File: src/logic/line_event_irq_pkg.sv
// Constants, register indices and types for the line/event interrupt enable block
package line_event_irq_pkg;
   // ==========================================================
   // Register indices (byte address is four times the index)
   localparam logic [7:0] IDX_HDR_FIRST = 8'h15;
   localparam logic [7:0] IDX_HDR_LAST = 8'h28;
   localparam logic [7:0] IDX_LINE_EN = 8'h2d;
   localparam logic [7:0] IDX_EVENT_EN = 8'h2e;
   localparam logic [7:0] IDX_OVFL_EN = 8'h2f;
   localparam logic [7:0] IDX_CELL_EN = 8'h30;
   localparam logic [7:0] IDX_RX_K1K2 = 8'h33;
   localparam logic [7:0] IDX_LINE_ST = 8'h38;
   localparam logic [7:0] IDX_EVENT_ST = 8'h39;
   localparam logic [7:0] IDX_OVFL_ST = 8'h3a;
   localparam logic [7:0] IDX_CELL_ST = 8'h3b;
   localparam logic [7:0] IDX_CONFIG = 8'h40;
   localparam int HDR_REGS = 20;
   // Offsets inside the header register array
   localparam int HDR_MSK_BASE = 8;
   localparam int IDLE_VAL_BASE = 16;
   localparam int IDLE_HEADER_MASK_BASE = 18;
   localparam int NUM_PORTS = 4;

   // ==========================================================
   // Field positions
   localparam int LINE_LOS_BIT = 0;
   localparam int LINE_SEC_BIT = 14;
   localparam int LINE_FEBE_BIT = 15;
   localparam int EV_HOLD_BIT = 15;
   localparam int EV_APS_BIT = 12;
   localparam int EV_SOC_BIT = 11;
   localparam int EV_PAR_LSB = 7;
   localparam int EV_IDLE_BIT = 6;
   localparam int EV_NOMATCH_BIT = 5;
   localparam int EV_GFC_BIT = 4;
   localparam int EV_LEN_BIT = 3;
   localparam int EV_CRC_BIT = 2;
   localparam int EV_HEC_UNC_BIT = 1;
   localparam int EV_HEC_COR_BIT = 0;
   localparam logic [15:0] EV_RESERVED_MASK = 16'h6000;
   localparam int CFG_MODE_LSB = 0;
   localparam int CFG_PARITY_BIT = 3;

   // ==========================================================
   // Reset values
   localparam logic [15:0] ENABLE_RESET = 16'h0000;
   localparam logic [15:0] STATUS_RESET = 16'h0000;
   localparam logic [15:0] CONFIG_RESET = 16'h0000;
   localparam logic [7:0] K_RESET = 8'h00;

   typedef enum logic [2:0] {
      MODE_EXT_FRAMER,
      MODE_DS3,
      MODE_E3_G751,
      MODE_SONET,
      MODE_E3E4_G832
   } line_mode_t;
endpackage : line_event_irq_pkg

File: src/logic/line_event_irq_enable.sv
// Status/enable registers and the shared status interrupt behind an APB slave
// Summary of operation
// - Interrupt output high while any status bit and its same-position enable are set.
// - Four enable registers, indices 0x2D to 0x30, OR into one interrupt output.
// - Line enable at 0x2D gates line status at 0x38.
// - Event enable at 0x2E gates event status at 0x39.
// - Line bit meanings follow the selected line interface mode.
// - Event bit 15 records a high level on the receiver hold pin.
// - Event bit 12 records a change of received K1 or K2 byte.
// - Event bit 11 records a start-of-cell error on FIFO control bit 0.
// - Event bits 10..7 record parity errors of ports 3..0 when checking enabled.
// - Event bit 6 records a cell header matching the idle value under mask.
// - Event bit 5 records a header matching none of the four port filters.
// - Event bit 4 records a cell with non-zero GFC field.
// - Event bit 3 records a trailer payload length error.
// - Event bit 2 records a trailer payload CRC error.
// - Event bit 1 records an uncorrectable header check error.
// - Event bit 0 records a corrected header check error.
// - A change in the last received K1 byte sets event bit 12.
//
// Implementation choice: the APB slave port.
`timescale 1ns/1ps
module line_event_irq_enable
   import line_event_irq_pkg::*;
(
   input wire logic pclk,
   input wire logic presetn,
   input wire logic psel,
   input wire logic penable,
   input wire logic pwrite,
   input wire logic [11:0] paddr,
   input wire logic [31:0] pwdata,
   output logic [31:0] prdata,
   output logic pready,
   output logic pslverr,
   input wire logic receiver_hold_in,
   input wire logic fifo_control_in_bit0,
   input wire logic loss_of_signal_in,
   input wire logic one_second_tick,
   input wire logic [15:0] line_event_in,
   input wire logic [3:0] parity_error_in,
   input wire logic rx_k_valid,
   input wire logic [7:0] rx_k1_in,
   input wire logic [7:0] rx_k2_in,
   input wire logic cell_hdr_valid,
   input wire logic [31:0] cell_hdr,
   input wire logic payload_len_error,
   input wire logic payload_crc_error,
   input wire logic hec_uncorrected,
   input wire logic hec_corrected,
   input wire logic [15:0] ovfl_status_in,
   input wire logic [15:0] cell_status_in,
   output logic stat_int
);

   // ==========================================================
   // Pin synchronisers: three stages, a level counts once 2nd and 3rd agree
   // A pin pulse shorter than two clocks never reaches the status
   logic [2:0] pin_s1_q, pin_s2_q, pin_s3_q, pin_lvl_q;

   always_ff @(posedge pclk or negedge presetn) begin
      if (!presetn) begin
         pin_s1_q <= 3'h0;
         pin_s2_q <= 3'h0;
         pin_s3_q <= 3'h0;
      end else begin
         pin_s1_q <= {loss_of_signal_in, fifo_control_in_bit0, receiver_hold_in};
         pin_s2_q <= pin_s1_q;
         pin_s3_q <= pin_s2_q;
      end
   end

   always_ff @(posedge pclk or negedge presetn) begin
      if (!presetn) begin
         pin_lvl_q <= 3'h0;
      end else begin
         for (int i = 0; i < 3; i++) begin
            if (pin_s2_q[i] == pin_s3_q[i]) begin
               pin_lvl_q[i] <= pin_s3_q[i];
            end
         end
      end
   end

   // ==========================================================
   // Registers
   logic [15:0] line_en_q, event_en_q, ovfl_en_q, cell_en_q;
   logic [15:0] line_st_q, event_st_q;
   logic [15:0] config_q;
   logic [15:0] hdr_q [HDR_REGS];
   logic [7:0] rx_k1_q, rx_k2_q;
   logic k_seen_q;
   line_mode_t line_mode;
   logic parity_check_en;

   assign line_mode = line_mode_t'(config_q[CFG_MODE_LSB +: 3]);
   assign parity_check_en = config_q[CFG_PARITY_BIT];

   // ==========================================================
   // APB decode: one access cycle, answer prepared in the setup cycle
   logic [7:0] idx;
   logic addr_ok, setup_ph, wr_go;
   logic is_hdr;
   logic [4:0] hdr_sel;
   logic [15:0] rd_val;
   logic rd_hit;

   assign idx = paddr[9:2];
   assign addr_ok = (paddr[11:10] == 2'h0) && (paddr[1:0] == 2'h0);
   assign setup_ph = psel && !penable;
   assign is_hdr = (idx >= IDX_HDR_FIRST) && (idx <= IDX_HDR_LAST);
   assign hdr_sel = 5'(idx - IDX_HDR_FIRST);
   assign wr_go = psel && penable && pready && pwrite && !pslverr;

   always_comb begin
      rd_val = 16'h0000;
      rd_hit = addr_ok;
      if (is_hdr) begin
         rd_val = hdr_q[hdr_sel];
      end else begin
         unique case (idx)
            IDX_LINE_EN: rd_val = line_en_q;
            IDX_EVENT_EN: rd_val = event_en_q;
            IDX_OVFL_EN: rd_val = ovfl_en_q;
            IDX_CELL_EN: rd_val = cell_en_q;
            IDX_RX_K1K2: rd_val = {rx_k1_q, rx_k2_q};
            IDX_LINE_ST: rd_val = line_st_q;
            IDX_EVENT_ST: rd_val = event_st_q;
            IDX_OVFL_ST: rd_val = ovfl_status_in;
            IDX_CELL_ST: rd_val = cell_status_in;
            IDX_CONFIG: rd_val = config_q;
            default: rd_hit = 1'b0;
         endcase
      end
   end

   always_ff @(posedge pclk or negedge presetn) begin
      if (!presetn) begin
         pready <= 1'b0;
         pslverr <= 1'b0;
      end else if (setup_ph) begin
         pready <= 1'b1;
         pslverr <= !rd_hit;
      end else begin
         pready <= 1'b0;
         pslverr <= 1'b0;
      end
   end

   // Read data holds until the next setup; refused reads give zero
   always_ff @(posedge pclk or negedge presetn) begin
      if (!presetn) begin
         prdata <= 32'h0000_0000;
      end else if (setup_ph) begin
         prdata <= (pwrite || !rd_hit) ? 32'h0000_0000 : {16'h0000, rd_val};
      end
   end

   // ==========================================================
   // Enable and configuration registers
   always_ff @(posedge pclk or negedge presetn) begin
      if (!presetn) begin
         line_en_q <= ENABLE_RESET;
         event_en_q <= ENABLE_RESET;
         ovfl_en_q <= ENABLE_RESET;
         cell_en_q <= ENABLE_RESET;
      end else if (wr_go) begin
         if (idx == IDX_LINE_EN) line_en_q <= pwdata[15:0];
         // Reserved bits are never stored, so they read back zero
         if (idx == IDX_EVENT_EN) event_en_q <= pwdata[15:0] & ~EV_RESERVED_MASK;
         if (idx == IDX_OVFL_EN) ovfl_en_q <= pwdata[15:0];
         if (idx == IDX_CELL_EN) cell_en_q <= pwdata[15:0];
      end
   end

   // Bits above the mode and parity fields are not stored
   always_ff @(posedge pclk or negedge presetn) begin
      if (!presetn) begin
         config_q <= CONFIG_RESET;
      end else if (wr_go && idx == IDX_CONFIG) begin
         config_q <= {12'h000, pwdata[3:0]};
      end
   end

   always_ff @(posedge pclk or negedge presetn) begin
      if (!presetn) begin
         for (int i = 0; i < HDR_REGS; i++) begin
            hdr_q[i] <= 16'h0000;
         end
      end else if (wr_go && is_hdr) begin
         hdr_q[hdr_sel] <= pwdata[15:0];
      end
   end

   // ==========================================================
   // Header screening: port filters, idle filter, GFC
   logic [NUM_PORTS-1:0] port_match;
   logic idle_match;
   logic [31:0] idle_val, idle_header_mask;

   generate
      for (genvar p = 0; p < NUM_PORTS; p++) begin : g_port
         logic [31:0] val, msk;
         assign val = {hdr_q[2*p], hdr_q[2*p+1]};
         assign msk = {hdr_q[HDR_MSK_BASE+2*p], hdr_q[HDR_MSK_BASE+2*p+1]};
         // A set mask bit makes that header bit a don't-care
         assign port_match[p] = ((cell_hdr ^ val) & ~msk) == 32'h0000_0000;
      end
   endgenerate

   assign idle_val = {hdr_q[IDLE_VAL_BASE], hdr_q[IDLE_VAL_BASE+1]};
   assign idle_header_mask = {hdr_q[IDLE_HEADER_MASK_BASE], hdr_q[IDLE_HEADER_MASK_BASE+1]};
   assign idle_match = ((cell_hdr ^ idle_val) & ~idle_header_mask) == 32'h0000_0000;

   // ==========================================================
   // APS byte tracking: the first frame only loads, it is no change
   logic k_change;
   assign k_change = rx_k_valid && k_seen_q && ((rx_k1_in != rx_k1_q) || (rx_k2_in != rx_k2_q));

   always_ff @(posedge pclk or negedge presetn) begin
      if (!presetn) begin
         rx_k1_q <= K_RESET;
         rx_k2_q <= K_RESET;
         k_seen_q <= 1'b0;
      end else if (rx_k_valid) begin
         rx_k1_q <= rx_k1_in;
         rx_k2_q <= rx_k2_in;
         k_seen_q <= 1'b1;
      end
   end

   // ==========================================================
   // Event sources
   logic [15:0] event_set, line_set, line_live;

   always_comb begin
      event_set = 16'h0000;
      event_set[EV_HOLD_BIT] = pin_lvl_q[0];
      event_set[EV_APS_BIT] = k_change;
      event_set[EV_SOC_BIT] = pin_lvl_q[1];
      event_set[EV_PAR_LSB +: NUM_PORTS] = parity_check_en ? parity_error_in : 4'h0;
      event_set[EV_IDLE_BIT] = cell_hdr_valid && idle_match;
      event_set[EV_NOMATCH_BIT] = cell_hdr_valid && (port_match == 4'h0);
      event_set[EV_GFC_BIT] = cell_hdr_valid && (cell_hdr[31:28] != 4'h0);
      event_set[EV_LEN_BIT] = payload_len_error;
      event_set[EV_CRC_BIT] = payload_crc_error;
      event_set[EV_HEC_UNC_BIT] = hec_uncorrected;
      event_set[EV_HEC_COR_BIT] = hec_corrected;
   end

   // Bit 15 carries a condition only in the SONET/SDH mode; elsewhere it reads 0
   always_comb begin
      line_live = 16'hffff;
      unique case (line_mode)
         MODE_SONET: line_live[LINE_FEBE_BIT] = 1'b1;
         MODE_EXT_FRAMER, MODE_DS3, MODE_E3_G751, MODE_E3E4_G832: line_live[LINE_FEBE_BIT] = 1'b0;
         // Codes 5 to 7 name no mode and are handled like the non-SONET ones
         default: line_live[LINE_FEBE_BIT] = 1'b0;
      endcase
   end

   always_comb begin
      line_set = line_event_in & line_live;
      line_set[LINE_SEC_BIT] = one_second_tick;
      line_set[LINE_LOS_BIT] = pin_lvl_q[2];
   end

   // ==========================================================
   // Sticky status, write one to clear; a new event wins over the clear
   logic [15:0] line_clr, event_clr;
   assign line_clr = (wr_go && idx == IDX_LINE_ST) ? pwdata[15:0] : 16'h0000;
   assign event_clr = (wr_go && idx == IDX_EVENT_ST) ? pwdata[15:0] : 16'h0000;

   // Enables play no part here, so masked events are still recorded
   always_ff @(posedge pclk or negedge presetn) begin
      if (!presetn) begin
         line_st_q <= STATUS_RESET;
      end else begin
         line_st_q <= (line_st_q & ~line_clr) | line_set;
      end
   end

   always_ff @(posedge pclk or negedge presetn) begin
      if (!presetn) begin
         event_st_q <= STATUS_RESET;
      end else begin
         event_st_q <= (event_st_q & ~event_clr) | event_set;
      end
   end

   // ==========================================================
   // Pending conditions, bit for bit status and enable
   logic [15:0] line_pend, event_pend, ovfl_pend, cell_pend;
   // Overflow and cell status arrive as levels from outside and are not latched here
   assign line_pend = line_st_q & line_en_q;
   assign event_pend = event_st_q & event_en_q;
   assign ovfl_pend = ovfl_status_in & ovfl_en_q;
   assign cell_pend = cell_status_in & cell_en_q;

   // ==========================================================
   // Shared interrupt output, one cycle behind the status
   always_ff @(posedge pclk or negedge presetn) begin
      if (!presetn) begin
         stat_int <= 1'b0;
      end else begin
         stat_int <= |{line_pend, event_pend, ovfl_pend, cell_pend};
      end
   end

endmodule : line_event_irq_enable

File: config.mk
export PLATFORM = sky130hd
export DESIGN_NAME = line_event_irq_enable
export DESIGN_NICKNAME = d
export VERILOG_FILES = /design/src/logic/line_event_irq_pkg.sv /design/src/logic/line_event_irq_enable.sv
export SDC_FILE = /design/constraint.sdc
export NUM_CORES = 1
export LEC_CHECK = 0
export BUFFER_PORTS_ARGS = -buffer_cell sky130_fd_sc_hd__buf_2
export CAP_MARGIN = 40
export CELL_PAD_IN_SITES_DETAIL_PLACEMENT = 1
export CELL_PAD_IN_SITES_GLOBAL_PLACEMENT = 1
export CORE_MARGIN = 4
export CORE_UTILIZATION = 36
export CTS_BUF_LIST = sky130_fd_sc_hd__clkbuf_4 sky130_fd_sc_hd__clkbuf_8 sky130_fd_sc_hd__clkbuf_16
export DETAILED_ROUTE_END_ITERATION = 16
export HOLD_SLACK_MARGIN = 0.02
export PLACE_DENSITY = 0.59
export SLEW_MARGIN = 10
export SYNTH_ARGS = -nofsm -noshare
export SYNTH_HDL_FRONTEND = slang
export SYNTH_SLANG_ARGS = --single-unit
File: constraint.sdc
create_clock -name pclk -period 3.2 [get_ports pclk]
set_input_delay 0 -clock pclk [delete_from_list [all_inputs] [get_ports pclk]]
set_output_delay 0 -clock pclk [all_outputs]
set_load 0.01 [all_outputs]
==> metrics.md <==
| Metric | Value |
|---|---|
| Kind of critical path | `reg -> reg` |
| FMAX | `0.346 GHz` |
| Area post-placement | `26600 µm²` |
| Least-Margin Pin Slew | `0.869 ns` |
| Remaining antenna violation count after routing | `0` |
| Layout cells sized above 1 | `33.8%` |
| Routed vias | `18300` |
| Initial antenna violation count | `1` |
| Final Net Count | `2294` |
| Root Driver | `clkbuf_16` |
| Syn. warnings | `0` |
| First-pass GRT wire length | `144 mm` |
| Critical Path Start Type | `flip-flop` |
| Vias in the first global route | `19400` |
| PwrDens | `474 nW/µm²` |
| Num rows | `96` |
| Critical Path AT | `3.36 ns` |
| Post-synth EDFFs | `0` |
| Simple-Gate Fraction of Synth Area | `4.85%` |
| Routability cong. | `0.945` |
| Total Routing Usage GR | `26.7%` |
| Total Neg Setup Slack | `0 ns` |
| Post-synth top cells | `dfrtp_1 (466), mux2_2 (208), xnor2_1 (163)` |
| Internal | `10.5 mW` |
| Yosys cell types | `73` |
| Multi-input logic area | `12200 µm²` |
| Clk Latency, worst-skew pair | `0.62 ns` |
| Asr flop ratio synth | `100%` |
| Leakage power | `13.1 nW` |
| RSZ-0062 raised after global routing | `false` |
| Part of the cycle the worst path needs | `90.3%` |
| CORE AREA | `68600 µm²` |
| Mux share of post-synthesis cell area | `27.2%` |
| Worst Reg-to-Reg Cells | `6` |
| Required time worst endpoint | `3.67 ns` |
| WL/cell | `32.0 µm` |
| Max-cap violations | `0` |
| XOR/XNOR Fraction of Synth Area | `6.37%` |
| Initial DRC Count | `1571` |
| Synth Area in Adders | `0.372%` |
| Worst-path clk slew | `0.06 ns` |
| FILL cells | `7078` |
| Vias per inst | `5.90` |
| Post-route DRC violation count | `0` |
| Area contributors post-synth | `dfrtp_1 (47%), mux2_2 (9.4%), mux4_2 (7.2%), mux2_4 (6.0%), xnor2_1 (5.7%)` |
| Sw Ratio | `25.3%` |
| Die height | `271 µm` |
| Worst-case clock buffer depth | `3` |
| Fin area | `29600 µm²` |
| Tightest slew margin relative to the limit | `40.5%` |
| Cell Area, Synth | `24900 µm²` |
| FF+latch count, synth | `466` |
| Min Tclk post-route | `2.89 ns` |
| Predominant post-synthesis flop cell | `dfrtp_1` |
| NetSw | `3.56 mW` |
| Layout Utilization | `43.2%` |
| Post-synth top area share | `46.9%` |
| Crit-path max FO | `3` |
| Gate power share | `9.6%` |
| Max Slew Vio Count | `0` |
| Total global routing overflow | `0` |
| Worst hold-check path type | `in -> async` |
| Die ar. | `73400 µm²` |
| Seq/Total Area, Yosys | `46.9%` |
| I/O Buffers | `159` |
| # setup viols final | `0` |
| Clk sinks | `466` |
| Flop pwr share | `42.7%` |
| Run status | `complete, no violations` |
| Area Growth Syn to Fin | `19.0%` |
| Clk pwr share | `47.7%` |
| CTS H-tree lvls | `2` |
| Starting Density | `36.3%` |
| Worst clock skew | `0.0224 ns` |
| Mapped Avg Cell Area | `13.0 µm²` |
| Seq. cell area | `11700 µm²` |
| Cts bufs inserted | `54` |
| Origin of the critical flop-to-flop path | `cell_en_q[6]` |
| Dpl hpwl | `70.9 mm` |
| CTS tree | `built` |
| Largest net degree at the start of global routing | `84` |
| Final Hold Fails | `0` |
| R2r setup slk | `0.31 ns` |
| Main combinational cell family by area after synthesis | `multiplexers` |
| Drt total wl | `99.3 mm` |
| Initial DRT Pass Iterations | `5` |
| Mapped Cells | `1913` |
| Die width | `271 µm` |
| Worst r2r dst | `stat_int` |
| # IOs | `194` |
| Compound-Gate Fraction of Synth Area | `10.1%` |
| Critical Path Sink Type | `flip-flop` |
| Worst VDD drop | `0.369 mV` |
| Post-synth top area cell | `dfrtp_1` |
| Most common cell in the synthesized netlist | `dfrtp_1` |
[repair_timing]
item	4_1_cts	5_1_grt
buffers inserted	0	0
hold buffers	113	0
endpoints found under the hold margin	338	0
setup endpoints to repair	0	0
resized for setup	0	0
[cell type report]
class / instances / area share, %
tap: 931 / 3.94
inverter: 6 / 0.0761
multi-input combinational: 1263 / 41.3
timing repair buffer: 339 / 8.87
antenna: 1 / 0.00845
clock inverter: 16 / 0.934
clock buffer: 78 / 5.49
sequential: 466 / 39.4
[cell families (layout without fill, tap and decap cells)]
family / Yosys count / count (layout)
flip-flops: 466 / 466
multiplexers: 488 / 488
AND/OR/NAND/NOR: 219 / 219
adder cells (fa/ha/maj): 8 / 8
buffers and inverters: 199 / 439
XOR/XNOR: 181 / 181
AO/OA/AOI/OAI: 351 / 351
other: 1 / 17
[layer usage]
layer	global-route usage, %	part of all wire, %
met1	35.1	42
met3	3.38	5.1
met2	45.2	49
met4	10.4	4.5
met5	0	0
[metrics by stage]
stage / total power [mW] / hold WS (ns) / std cells / worst slack, ns
after floorplan: 6.68 / -0.296 / 1928 / 0.284
after global placement: 7.32 / 0.107 / 2891 / 0.569
after detailed placement: 7.33 / 0.110 / 2892 / 0.467
after CTS: 14.1 / 0.0214 / 3099 / 0.333
after global routing: 14.5 / 0.0318 / 3099 / 0.265
final: 14.0 / 0.0335 / 3100 / 0.311
[worst max-delay path by stage]
stage / from / to / slack (ns) / depth (start not counted)
detailed placement: paddr[3] / prdata[7] / 0.47 / 10
global route: cell_en_q[6] / stat_int / 0.27 / 6
floorplan: paddr[2] / hdr_q[38] / 0.28 / 15
CTS: cell_en_q[6] / stat_int / 0.33 / 6
finish: cell_en_q[6] / stat_int / 0.31 / 6
global placement: paddr[3] / prdata[7] / 0.57 / 10
[cells in the final DEF (no fill, tap or decap), drive strengths merged, types with 5 or more instances in the layout]
cell,netlist,routed
xnor2,163,163
nor3,7,7
o22ai,104,104
a311oi,5,5
bufinv,0,7
nand2,73,73
a32o,10,10
a22oi,45,45
nor2,43,43
ha,5,5
or2,5,5
and2,9,9
dfrtp,466,466
o31ai,7,7
a31oi,5,5
mux4,80,80
o41ai,7,7
xor2,18,18
buf,92,225
a21o,21,21
mux2,404,404
clkbuf,101,78
a21oi,39,39
nor2b,5,5
and3,14,14
a22o,31,31
conb,1,16
nand4,13,13
a221oi,17,17
dlygate4sd3,0,113
o21ai,24,24
nand3,6,6
inv,6,8
clkinv,0,6
nor4,30,30
[worst max-delay path, stage by stage (launching register included)]
cell	delay [ns]
dfrtp_1	0.40
a22o_1	0.23
a221oi_1	0.20
dlygate4sd3_1	0.60
nand4_1	0.12
dlygate4sd3_1	0.65
or4_1	0.55
[power groups by stage]
stage / Sequential (mW) / Clock [mW] / Combinational, mW
finish: 6.00 / 6.70 / 1.34
detailed placement: 6.11 / 0 / 1.22
global route: 6.00 / 7.07 / 1.42
floorplan: 6.08 / 0 / 0.606
CTS: 6.00 / 6.82 / 1.33
global placement: 6.11 / 0 / 1.21
Note: power is estimated with default switching activity, not from simulation.
